<file path="config.mk">
export PLATFORM = sky130hd
export DESIGN_NAME = motor_interlock
export DESIGN_NICKNAME = d
export VERILOG_FILES = /design/src/verilog/mmc_pkg.sv /design/src/verilog/motor_interlock.sv /design/src/verilog/pin_sync3.sv /design/src/verilog/bypass_stage.sv
export VERILOG_INCLUDE_DIRS = /design/src /design/src/verilog
export SDC_FILE = /design/constraint.sdc
export NUM_CORES = 2
export LEC_CHECK = 0
export ABC_AREA = 1
export BUFFER_PORTS_ARGS = -buffer_cell sky130_fd_sc_hd__clkbuf_2
export CAP_MARGIN = 20
export CORE_AREA = 5 5 333 335
export DETAILED_ROUTE_END_ITERATION = 8
export DIE_AREA = 0 0 338 340
export HOLD_SLACK_MARGIN = 0.15
export SLEW_MARGIN = 20
export SYNTH_ARGS = -nofsm -noshare
export SYNTH_HDL_FRONTEND = slang
export SYNTH_SLANG_ARGS = --single-unit
</file>
<file path="constraint.sdc">
create_clock -name ref_clk_i -period 91.4 [get_ports ref_clk_i]
set_input_delay 18.28 -clock ref_clk_i [delete_from_list [all_inputs] [get_ports ref_clk_i]]
set_output_delay 18.28 -clock ref_clk_i [all_outputs]
set_load 0.01 [all_outputs]
</file>
<file path="src/verilog/mmc_defs.svh">
`ifndef MMC_DEFS_SVH
`define MMC_DEFS_SVH

// ****************************************************************
// Register byte offsets
// ****************************************************************
`define REG_CTRL 8'h00
`define REG_STAGE_REQ 8'h04
`define REG_TERM_FUNC_A 8'h08
`define REG_TERM_FUNC_B 8'h0C
`define REG_FB_MAX 8'h10
`define REG_FREQ_MAX 8'h14
`define REG_STATUS 8'h18
`define REG_FREQ_CMD 8'h1C

// ****************************************************************
// Control register fields
// ****************************************************************
`define CTRL_ILK_EN 0
`define CTRL_BYPASS_EN 1
`define CTRL_ACM_LSB 2
`define CTRL_START_LSB 4
`define CTRL_COUNT_LSB 7
`define CTRL_EXP_PRESENT 10
`define CTRL_RUN_EN 11
`define CTRL_WIDTH 12

// ****************************************************************
// Reset values
// ****************************************************************
`define CTRL_RESET 12'h010
`define STAGE_REQ_RESET 3'h0
`define TERM_FUNC_A_RESET 32'h0000_0000
`define TERM_FUNC_B_RESET 12'h000
`define FB_MAX_RESET 12'hFFF
`define FREQ_MAX_RESET 16'h1770

// ****************************************************************
// Terminal function codes and timing
// ****************************************************************
`define FUNC_ILK_BASE 4'h1
`define BASE_TERMINALS 8
`define CLK_PERIOD_NS 100
`define OUT_BLOCK_NS 1000
`define OUT_BLOCK_CYC ((`OUT_BLOCK_NS + `CLK_PERIOD_NS - 1) / `CLK_PERIOD_NS)

`endif

</file>
<file path="src/verilog/mmc_pkg.sv">
package mmc_pkg;

   // Auto change mode as written by software
   typedef enum logic [1:0] {
      ACM_NONE = 2'h0,
      ACM_AUX = 2'h1,
      ACM_MAIN = 2'h2
   } acm_mode_t;

   // Inverter output handling
   typedef enum logic [2:0] {
      ST_RUN = 3'b001,
      ST_BLOCK = 3'b010,
      ST_SWITCH = 3'b100
   } seq_state_t;

endpackage

</file>
<file path="src/verilog/motor_interlock.sv">
`timescale 1ns/1ns
`include "mmc_defs.svh"
// ****************************************************************
// Multi-motor interlock and regular bypass sequencer
// ****************************************************************
module motor_interlock #(
   parameter int NT = 11,
   parameter int FBW = 12,
   parameter int FW = 16
) (
   input wire logic ref_clk_i,
   input wire logic resetn_i,
   input wire logic wb_cyc_i,
   input wire logic wb_stb_i,
   input wire logic wb_we_i,
   input wire logic [7:0] wb_adr_i,
   input wire logic [3:0] wb_sel_i,
   input wire logic [31:0] wb_dat_i,
   output logic [31:0] wb_dat_o,
   output logic wb_ack_o,
   input wire logic [NT-1:0] term_i,
   input wire logic [FBW-1:0] feedback_i,
   output logic [3:0] relay_o,
   output logic [3:0] inv_connect_o,
   output logic out_block_o,
   output logic [FW-1:0] freq_cmd_o,
   output logic bypass_active_o
);
   import mmc_pkg::*;

   localparam logic [3:0] BLOCK_CYC = 4'(`OUT_BLOCK_CYC);

   logic [`CTRL_WIDTH-1:0] ctrl_r;
   logic [2:0] stage_req_r;
   logic [31:0] func_a_r;
   logic [11:0] func_b_r;
   logic [43:0] term_func;
   logic [FBW-1:0] fb_max_r;
   logic [FW-1:0] freq_max_r;
   logic [31:0] rd_nxt;
   logic req;

   logic ilk_en;
   logic byp_en;
   acm_mode_t acm;
   logic [2:0] start_sel;
   logic [2:0] aux_cnt;
   logic exp_present;
   logic run_en;

   logic [NT-1:0] term_q;
   logic [3:0] ilk_act;
   logic [3:0] avail;
   logic [2:0] byp_cnt;
   logic [FW-1:0] byp_freq;
   logic [2:0] want;
   logic [1:0] start_idx;
   logic [2:0] pool;
   logic [1:0] inv_r;
   logic [1:0] next_inv;
   logic next_ok;
   logic [3:0] blk_cnt_r;
   logic run_d_r;
   seq_state_t state_r;
   logic [3:0] pick_mask;

   // ****************************************************************
   // Helpers
   // ****************************************************************

   // Byte-lane merge for Wishbone sel
   function automatic logic [31:0] merge(input logic [31:0] old,
                                         input logic [31:0] nw,
                                         input logic [3:0] sel);
      logic [31:0] r;
      r = old;
      for (int b = 0; b < 4; b++) begin
         if (sel[b]) begin
            r[b*8 +: 8] = nw[b*8 +: 8];
         end
      end
      return r;
   endfunction

   // True when a terminal function code selects interlock k (0-based)
   function automatic logic is_ilk(input logic [3:0] code,
                                   input logic [1:0] k);
      return code == (`FUNC_ILK_BASE + {2'h0, k});
   endfunction

   // Walk the circular order from start, taking the first healthy motors
   function automatic logic [3:0] pick(input logic [1:0] start,
                                       input logic [2:0] pl,
                                       input logic [3:0] ok,
                                       input logic [2:0] n);
      logic [3:0] m;
      logic [2:0] idx;
      logic [2:0] taken;
      m = 4'h0;
      taken = 3'h0;
      idx = 3'h0;
      for (int i = 0; i < 4; i++) begin
         idx = {1'b0, start} + 3'(i);
         if (idx >= pl) begin
            idx = idx - pl;
         end
         if (3'(i) < pl && ok[idx[1:0]] && taken < n) begin
            m[idx[1:0]] = 1'b1;
            taken = taken + 3'h1;
         end
      end
      return m;
   endfunction

   // ****************************************************************
   // Wishbone slave
   // ****************************************************************
   assign req = wb_cyc_i && wb_stb_i && !wb_ack_o;

   // Ack one cycle after the request, dropped the cycle after
   always_ff @(posedge ref_clk_i or negedge resetn_i) begin
      if (!resetn_i) begin
         wb_ack_o <= 1'b0;
      end else begin
         wb_ack_o <= req;
      end
   end

   // Register writes; unmapped or read-only offsets ignore data
   always_ff @(posedge ref_clk_i or negedge resetn_i) begin
      if (!resetn_i) begin
         ctrl_r <= `CTRL_RESET;
         stage_req_r <= `STAGE_REQ_RESET;
         func_a_r <= `TERM_FUNC_A_RESET;
         func_b_r <= `TERM_FUNC_B_RESET;
         fb_max_r <= `FB_MAX_RESET;
         freq_max_r <= `FREQ_MAX_RESET;
      end else if (req && wb_we_i) begin
         case (wb_adr_i)
            `REG_CTRL: ctrl_r <= `CTRL_WIDTH'(merge(
               {20'h0, ctrl_r}, wb_dat_i, wb_sel_i));
            `REG_STAGE_REQ: stage_req_r <= 3'(merge(
               {29'h0, stage_req_r}, wb_dat_i, wb_sel_i));
            `REG_TERM_FUNC_A: func_a_r <= merge(func_a_r, wb_dat_i,
               wb_sel_i);
            `REG_TERM_FUNC_B: func_b_r <= 12'(merge(
               {20'h0, func_b_r}, wb_dat_i, wb_sel_i));
            `REG_FB_MAX: fb_max_r <= FBW'(merge(
               {{(32-FBW){1'b0}}, fb_max_r}, wb_dat_i, wb_sel_i));
            `REG_FREQ_MAX: freq_max_r <= FW'(merge(
               {{(32-FW){1'b0}}, freq_max_r}, wb_dat_i, wb_sel_i));
            default: ;
         endcase
      end
   end

   // Read mux; unmapped offsets read zero
   always_comb begin
      case (wb_adr_i)
         `REG_CTRL: rd_nxt = {20'h0, ctrl_r};
         `REG_STAGE_REQ: rd_nxt = {29'h0, stage_req_r};
         `REG_TERM_FUNC_A: rd_nxt = func_a_r;
         `REG_TERM_FUNC_B: rd_nxt = {20'h0, func_b_r};
         `REG_FB_MAX: rd_nxt = {{(32-FBW){1'b0}}, fb_max_r};
         `REG_FREQ_MAX: rd_nxt = {{(32-FW){1'b0}}, freq_max_r};
         `REG_STATUS: rd_nxt = {18'h0, state_r, bypass_active_o,
                                ilk_act, inv_r, relay_o};
         `REG_FREQ_CMD: rd_nxt = {{(32-FW){1'b0}}, freq_cmd_o};
         default: rd_nxt = 32'h0000_0000;
      endcase
   end

   // Read data held in a flop, valid with ack
   always_ff @(posedge ref_clk_i or negedge resetn_i) begin
      if (!resetn_i) begin
         wb_dat_o <= 32'h0000_0000;
      end else if (req) begin
         wb_dat_o <= rd_nxt;
      end
   end

   // ****************************************************************
   // Control fields
   // ****************************************************************
   assign ilk_en = ctrl_r[`CTRL_ILK_EN];
   assign byp_en = ctrl_r[`CTRL_BYPASS_EN];
   assign acm = acm_mode_t'(ctrl_r[`CTRL_ACM_LSB +: 2]);
   assign start_sel = ctrl_r[`CTRL_START_LSB +: 3];
   assign aux_cnt = ctrl_r[`CTRL_COUNT_LSB +: 3];
   assign exp_present = ctrl_r[`CTRL_EXP_PRESENT];
   assign run_en = ctrl_r[`CTRL_RUN_EN];

   // ****************************************************************
   // Interlock inputs
   // ****************************************************************
   pin_sync3 #(
      .W(NT)
   ) u_sync (
      .ref_clk_i(ref_clk_i),
      .resetn_i(resetn_i),
      .pin_i(term_i),
      .level_o(term_q)
   );

   // All terminal function codes as one vector, four bits per terminal
   assign term_func = {func_b_r, func_a_r};

   // Any terminal set to interlock k drives it; expansion slots need
   // the module present. Interlock k always maps to output slot k.
   always_comb begin
      ilk_act = 4'h0;
      for (int t = 0; t < NT; t++) begin
         for (int k = 0; k < 4; k++) begin
            if (term_q[t] && (t < `BASE_TERMINALS || exp_present) &&
                is_ilk(term_func[t*4 +: 4], 2'(k))) begin
               ilk_act[k] = 1'b1;
            end
         end
      end
   end

   // Disabled interlocks leave every motor available
   assign avail = ilk_en ? ~ilk_act : 4'hF;

   // ****************************************************************
   // Regular bypass
   // ****************************************************************
   bypass_stage #(
      .FBW(FBW),
      .FW(FW)
   ) u_bypass (
      .ref_clk_i(ref_clk_i),
      .resetn_i(resetn_i),
      .feedback_i(feedback_i),
      .fb_max_i(fb_max_r),
      .freq_max_i(freq_max_r),
      .aux_count_i(aux_cnt),
      .stage_cnt_o(byp_cnt),
      .freq_o(byp_freq)
   );

   // Bypass overrides the externally requested stage count
   assign want = byp_en ? byp_cnt : stage_req_r;

   // ****************************************************************
   // Sequencing order
   // ****************************************************************

   // Selection of 0 is treated as 1 so the order always has a head
   assign start_idx = (start_sel == 3'h0) ? 2'h0 : 2'(start_sel - 3'h1);

   // Main mode pools the inverter motor with the auxiliaries; capped at 4
   always_comb begin
      if (acm == ACM_MAIN) begin
         pool = (aux_cnt >= 3'h3) ? 3'h4 : aux_cnt + 3'h1;
      end else begin
         pool = (aux_cnt > 3'h4) ? 3'h4 : aux_cnt;
      end
   end

   // Next healthy motor after the faulted inverter motor
   always_comb begin
      logic [2:0] idx;
      idx = 3'h0;
      next_inv = inv_r;
      next_ok = 1'b0;
      for (int i = 3; i >= 1; i--) begin
         idx = {1'b0, inv_r} + 3'(i);
         if (idx >= pool) begin
            idx = idx - pool;
         end
         if (3'(i) < pool && avail[idx[1:0]]) begin
            next_inv = idx[1:0];
            next_ok = 1'b1;
         end
      end
   end

   // Aux order follows the mode; main mode starts after the inverter
   // motor, so a recovered former inverter motor lands at the end
   always_comb begin
      if (acm == ACM_MAIN) begin
         pick_mask = pick(2'((({1'b0, inv_r} + 3'h1) >= pool) ?
                            3'h0 : {1'b0, inv_r} + 3'h1),
                          pool, avail & ~(4'h1 << inv_r),
                          want);
      end else begin
         pick_mask = pick(start_idx, pool, avail, want);
      end
   end

   // ****************************************************************
   // Inverter output state machine
   // ****************************************************************

   // A faulted inverter motor blocks the output for a short dead time
   // before the next motor is connected, so two never share it
   always_ff @(posedge ref_clk_i or negedge resetn_i) begin
      if (!resetn_i) begin
         state_r <= ST_RUN;
         inv_r <= 2'h0;
         blk_cnt_r <= 4'h0;
         run_d_r <= 1'b0;
      end else begin
         run_d_r <= run_en;
         case (state_r)
            ST_RUN: begin
               if (run_en && !run_d_r) begin
                  inv_r <= start_idx;
               end else if (acm == ACM_MAIN && run_en &&
                            !avail[inv_r]) begin
                  state_r <= ST_BLOCK;
                  blk_cnt_r <= BLOCK_CYC - 4'h1;
               end
            end
            ST_BLOCK: begin
               if (blk_cnt_r == 4'h0) begin
                  state_r <= ST_SWITCH;
               end else begin
                  blk_cnt_r <= blk_cnt_r - 4'h1;
               end
            end
            ST_SWITCH: begin
               // Stays blocked while no healthy motor is left
               if (next_ok) begin
                  inv_r <= next_inv;
                  state_r <= ST_RUN;
               end
            end
            default: state_r <= ST_RUN;
         endcase
      end
   end

   // ****************************************************************
   // Outputs
   // ****************************************************************

   // Relays follow the picked set: faulted motors drop, substitutes run,
   // and outside main mode release restores the original order
   always_ff @(posedge ref_clk_i or negedge resetn_i) begin
      if (!resetn_i) begin
         relay_o <= 4'h0;
      end else begin
         relay_o <= run_en ? pick_mask : 4'h0;
      end
   end

   // Inverter connection and output block
   always_ff @(posedge ref_clk_i or negedge resetn_i) begin
      if (!resetn_i) begin
         inv_connect_o <= 4'h0;
         out_block_o <= 1'b0;
      end else begin
         inv_connect_o <= (acm == ACM_MAIN && run_en &&
                           state_r == ST_RUN && avail[inv_r]) ?
                          (4'h1 << inv_r) : 4'h0;
         out_block_o <= (state_r != ST_RUN) ||
                        (acm == ACM_MAIN && run_en && !avail[inv_r]);
      end
   end

   // Speed command only meaningful in bypass; PID owns it otherwise
   always_ff @(posedge ref_clk_i or negedge resetn_i) begin
      if (!resetn_i) begin
         freq_cmd_o <= '0;
         bypass_active_o <= 1'b0;
      end else begin
         freq_cmd_o <= (byp_en && run_en) ? byp_freq : '0;
         bypass_active_o <= byp_en && run_en;
      end
   end

endmodule // motor_interlock

</file>
<file path="src/verilog/pin_sync3.sv">
`timescale 1ns/1ns
// ****************************************************************
// Three-stage pin synchroniser with agreement filter
// ****************************************************************
module pin_sync3 #(
   parameter int W = 11
) (
   input wire logic ref_clk_i,
   input wire logic resetn_i,
   input wire logic [W-1:0] pin_i,
   output logic [W-1:0] level_o
);

   logic [W-1:0] s1_r;
   logic [W-1:0] s2_r;
   logic [W-1:0] s3_r;

   // Stage one feeds stage two only, so metastability stays contained
   always_ff @(posedge ref_clk_i or negedge resetn_i) begin
      if (!resetn_i) begin
         s1_r <= '0;
         s2_r <= '0;
         s3_r <= '0;
      end else begin
         s1_r <= pin_i;
         s2_r <= s1_r;
         s3_r <= s2_r;
      end
   end

   // A bit is accepted once stages two and three agree
   genvar g;
   generate
      for (g = 0; g < W; g++) begin : g_bit
         always_ff @(posedge ref_clk_i or negedge resetn_i) begin
            if (!resetn_i) begin
               level_o[g] <= 1'b0;
            end else if (s2_r[g] == s3_r[g]) begin
               level_o[g] <= s3_r[g];
            end
         end
      end
   endgenerate

endmodule // pin_sync3

</file>
<file path="src/verilog/bypass_stage.sv">
`timescale 1ns/1ns
// ****************************************************************
// Regular bypass: staging and speed straight from feedback
// ****************************************************************
module bypass_stage #(
   parameter int FBW = 12,
   parameter int FW = 16
) (
   input wire logic ref_clk_i,
   input wire logic resetn_i,
   input wire logic [FBW-1:0] feedback_i,
   input wire logic [FBW-1:0] fb_max_i,
   input wire logic [FW-1:0] freq_max_i,
   input wire logic [2:0] aux_count_i,
   output logic [2:0] stage_cnt_o,
   output logic [FW-1:0] freq_o
);

   logic [2:0] cnt_nxt;
   logic [FW-1:0] freq_nxt;
   logic [FBW+FW-1:0] prod;

   // Motor n runs while fb*count >= n*max; below it the motor drops out
   always_comb begin
      cnt_nxt = 3'h0;
      for (int n = 1; n <= 4; n++) begin
         if (3'(n) <= aux_count_i && fb_max_i != '0 &&
             ({3'h0, feedback_i} * {{FBW{1'b0}}, aux_count_i}) >=
             ({3'h0, fb_max_i} * {{FBW{1'b0}}, 3'(n)})) begin
            cnt_nxt = cnt_nxt + 3'h1;
         end
      end
   end

   // Linear speed; feedback above its maximum clamps to full speed
   always_comb begin
      prod = {{FW{1'b0}}, feedback_i} * {{FBW{1'b0}}, freq_max_i};
      if (fb_max_i == '0) begin
         freq_nxt = '0;
      end else if (feedback_i >= fb_max_i) begin
         freq_nxt = freq_max_i;
      end else begin
         freq_nxt = FW'(prod / {{FW{1'b0}}, fb_max_i});
      end
   end

   // Outputs registered
   always_ff @(posedge ref_clk_i or negedge resetn_i) begin
      if (!resetn_i) begin
         stage_cnt_o <= 3'h0;
         freq_o <= '0;
      end else begin
         stage_cnt_o <= cnt_nxt;
         freq_o <= freq_nxt;
      end
   end

endmodule // bypass_stage

</file>
==> impl_results.md <==
- Outcome: finished clean
- Pin count of the biggest net entering global routing: 104
- Required arrival time at the worst endpoint: 91.78 ns
- Cell count after synthesis: 5539
- WL final: 116000 um
- Design area: 41300 sq um
- Crit Path Class: input port to register
- Cell types occupying the most area after synthesis: sky130_fd_sc_hd__ha_1, sky130_fd_sc_hd__nand2_1, sky130_fd_sc_hd__dfrtp_1
- Initial DRT Pass Iterations: 5
- Post-route insts no fill: 7118
- Worst-Margin Slew: 1.21 ns
- Number of enable-type register cells in the synthesized netlist: 0
- Synthesized net count: 6253
- Vias in the first global route: 34506
- Crit share post-route: 0.929
- Number of antenna violations at the first check in global routing: 1
- Type of element capturing the critical path: register
- Share of cells above drive strength 1: 0.111
- Area fraction in compound gates after synthesis: 0.144
- Warning count from the yosys run: 0
- Synthesized-area fraction occupied by adder cells: 0.249
- Number of buffers inserted during clock tree synthesis: 24
- Count of final hold-check violations: 0
- Total clock sinks: 219
- Leading cell types by count after synthesis: sky130_fd_sc_hd__nand2_1, sky130_fd_sc_hd__inv_1, sky130_fd_sc_hd__ha_1, sky130_fd_sc_hd__o21ai_0, sky130_fd_sc_hd__nor2_1
- Cell area after technology mapping: 37300 sq um
- Flop and latch count out of synthesis: 219
- Cell area after placement: 39500 sq um
- Cell accounting for the most synthesized area: sky130_fd_sc_hd__ha_1
- Cell at the root of the clock tree: sky130_fd_sc_hd__clkbuf_16
- Starting Density: 0.346
- Count of port buffers added during placement: 130
- Final total negative setup slack: 0 ns
- Die Span X: 338 um
- Post-route ant nets: 0
- Xor/xnor cell area share of the yosys netlist: 0.0538
- Per-cell routed wire length: 16.2 um
- Chip Height: 340 um
- DIE AREA: 115000 sq um
- DRC viols: 0
- Most common cell in the synthesized netlist: sky130_fd_sc_hd__nand2_1
- Main combinational cell family by area after synthesis: simple AND/OR/NAND/NOR gates
- Clock transition at the registers of the reported paths: 0.07 ns
- Share of the synthesized area in the top cell type: 0.164
- Max-cap violations: 0
- Weighted congestion reported at the end of routability-driven placement: 0.954
- Count of antenna diodes in the layout: 0
- Multiplexer area fraction after synthesis: 0.00567
- Clock latency at the later pin of the worst-skew pair: 0.54 ns
- Hpwl dp: 92500 um
- Number of core rows: 121
- Primary flip-flop cell chosen by synthesis mapping: sky130_fd_sc_hd__dfrtp_1
- Maximum buffer depth of the clock tree: 3
- Worst path arrival time: 85.33 ns
- Largest stage delay on the critical path: 0.56 ns
- Wire length of the first global-routing pass: 183000 um
- CP dominant cell by count: sky130_fd_sc_hd__nand2_1
- Path type of the worst min-delay path: register to register
- Setup Viol. Count Final: 0
- FFs w/ async S/R, synth: 1.00
- Fmax: 0.0118 GHz
- Simple-Gate Fraction of Synth Area: 0.283
- Placed cell count: 7008
- Sum of overflow across all layers after global routing: 0
- Fin. max-slew vios: 0
- CTS tree: built
- H-Tree Level Count: 1
- Number of nets in the layout: 6400
- Worst Setup Start Kind: input port
- Master of the slowest instance on the critical path: sky130_fd_sc_hd__fa_1
- Vias: 36171
- Number of placed I/O pins: 131
- Initial DRC count: 2643
- Largest driver fanout on the critical path: 25
- Count of distinct cell types in the synthesized netlist: 76
- Total routing usage reported by global routing: 0.194
- Area growth from synthesis to layout: 10.8%
- Synth Area per Inst: 6.74 sq um
- Ratio of routed vias to standard cells: 5.08
- Post-layout minimum cycle time: 84.95 ns
- Worst relative slew slack: 0.183
- Clock Skews: 0.0345 ns
- Portion of the post-synthesis area used by sequential elements: 0.148
- Placeable core area: 108000 sq um
final timing paths:
path	from	endpoint	slack, ns	cells after the start
setup / recovery	feedback_i[3]	u_bypass.freq_o[0]$_DFF_PN0_	6.45	487
hold / removal	u_sync.s1_r[3]$_DFF_PN0_	u_sync.s2_r[3]$_DFF_PN0_	0.35	0
setup reg to reg	freq_max_r[2]$_DFFE_PN0P_	u_bypass.freq_o[0]$_DFF_PN0_	23.62	487
hold reg to reg	u_sync.s1_r[3]$_DFF_PN0_	u_sync.s2_r[3]$_DFF_PN0_	0.35	0
max in group asynchronous	resetn_i	u_bypass.freq_o[4]$_DFF_PN0_	71.59	3
min in group asynchronous	resetn_i	u_sync.s3_r[7]$_DFF_PN0_	17.76	1
cell families (layout without fill, tap and decap cells):
family / Yosys count / in the layout
XOR/XNOR: 229 / 229
adder cells (fa/ha/maj): 653 / 653
flip-flops: 219 / 219
AO/OA/AOI/OAI: 934 / 934
buffers and inverters: 1124 / 1286
AND/OR/NAND/NOR: 2361 / 2364
multiplexers: 19 / 19
layout by cell type, fill, tap and decap left out, types with 27 or more instances in the layout:
cell type,n
sky130_fd_sc_hd__a21o_1,27
sky130_fd_sc_hd__a21oi_1,236
sky130_fd_sc_hd__a21oi_2,48
sky130_fd_sc_hd__buf_4,99
sky130_fd_sc_hd__clkbuf_2,120
sky130_fd_sc_hd__dfrtp_1,198
sky130_fd_sc_hd__fa_1,152
sky130_fd_sc_hd__ha_1,489
sky130_fd_sc_hd__inv_1,959
sky130_fd_sc_hd__inv_2,31
sky130_fd_sc_hd__nand2_1,1403
sky130_fd_sc_hd__nand2_2,44
sky130_fd_sc_hd__nand3_1,246
sky130_fd_sc_hd__nand3_2,53
sky130_fd_sc_hd__nand4_1,80
sky130_fd_sc_hd__nor2_1,303
sky130_fd_sc_hd__nor3_1,55
sky130_fd_sc_hd__nor4_1,33
sky130_fd_sc_hd__o21ai_0,340
sky130_fd_sc_hd__o21ai_1,56
sky130_fd_sc_hd__o21bai_1,31
sky130_fd_sc_hd__o31ai_1,29
sky130_fd_sc_hd__or2_2,31
sky130_fd_sc_hd__xnor2_1,82
sky130_fd_sc_hd__xor2_1,147
layer usage:
metal	vias up	GRT usage	wire length, um
met4	0	0.0559	3820
met3	213	0.0132	5560
li1	18239	-	-
met5	-	0	0
met2	939	0.332	53900
met1	16780	0.263	52400
through the flow:
stage / utilization / setup slack (ns) / hold slack [ns]
CTS: 0.375 / 0.0311 / 0.351
finish: 0.384 / 6.45 / 0.346
detailed placement: 0.366 / -1.92 / 0.336
global route: 0.384 / -0.418 / 0.358
global placement: 0.366 / 0.324 / 0.332
floorplan: - / 2.71 / 0.331
critical path: cells and delay by family:
| family | cells | cell delay [ns] |
|---|---|---|
| AO/OA/AOI/OAI | 175 | 27.18 |
| adder cells (fa/ha/maj) | 34 | 11.65 |
| buffers and inverters | 97 | 8.15 |
| AND/OR/NAND/NOR | 181 | 19.88 |
sequential cells by signal (all words and copies together), names as in the netlist, 12 cells and up:
name and count:
freq_max_r 16, wb_dat_o 32, func_a_r 32, ctrl_r 12, u_bypass.freq_o 16, func_b_r 12
fb_max_r 12, freq_cmd_o 16
area by class of cell:
cell class                      instances  area [sq um]
Clock buffer                           31           698
Clock inverter                         13           190
Fill cell                           11474         66400
Inverter                             1009          3840
Multi-Input combinational cell       4199         27900
Sequential cell                       219          5510
Tap cell                             1414          1770
Timing Repair Buffer                  228          1420
Timing Repair inverter                  5          25.0
what timing repair did:
| item | in CTS | in global routing |
|---|---|---|
| hold buffers | 0 | 0 |
| endpoints found under the setup margin | 1 | 4 |
| pin swaps | 0 | 28 |
| cloned | 1 | 7 |
| gates resized for setup | 10 | 138 |
| buffers inserted | 0 | 58 |
Power is left out: the tool's default activity adds up to more than one toggle a clock period on the data nets, which glitch-free logic cannot reach.
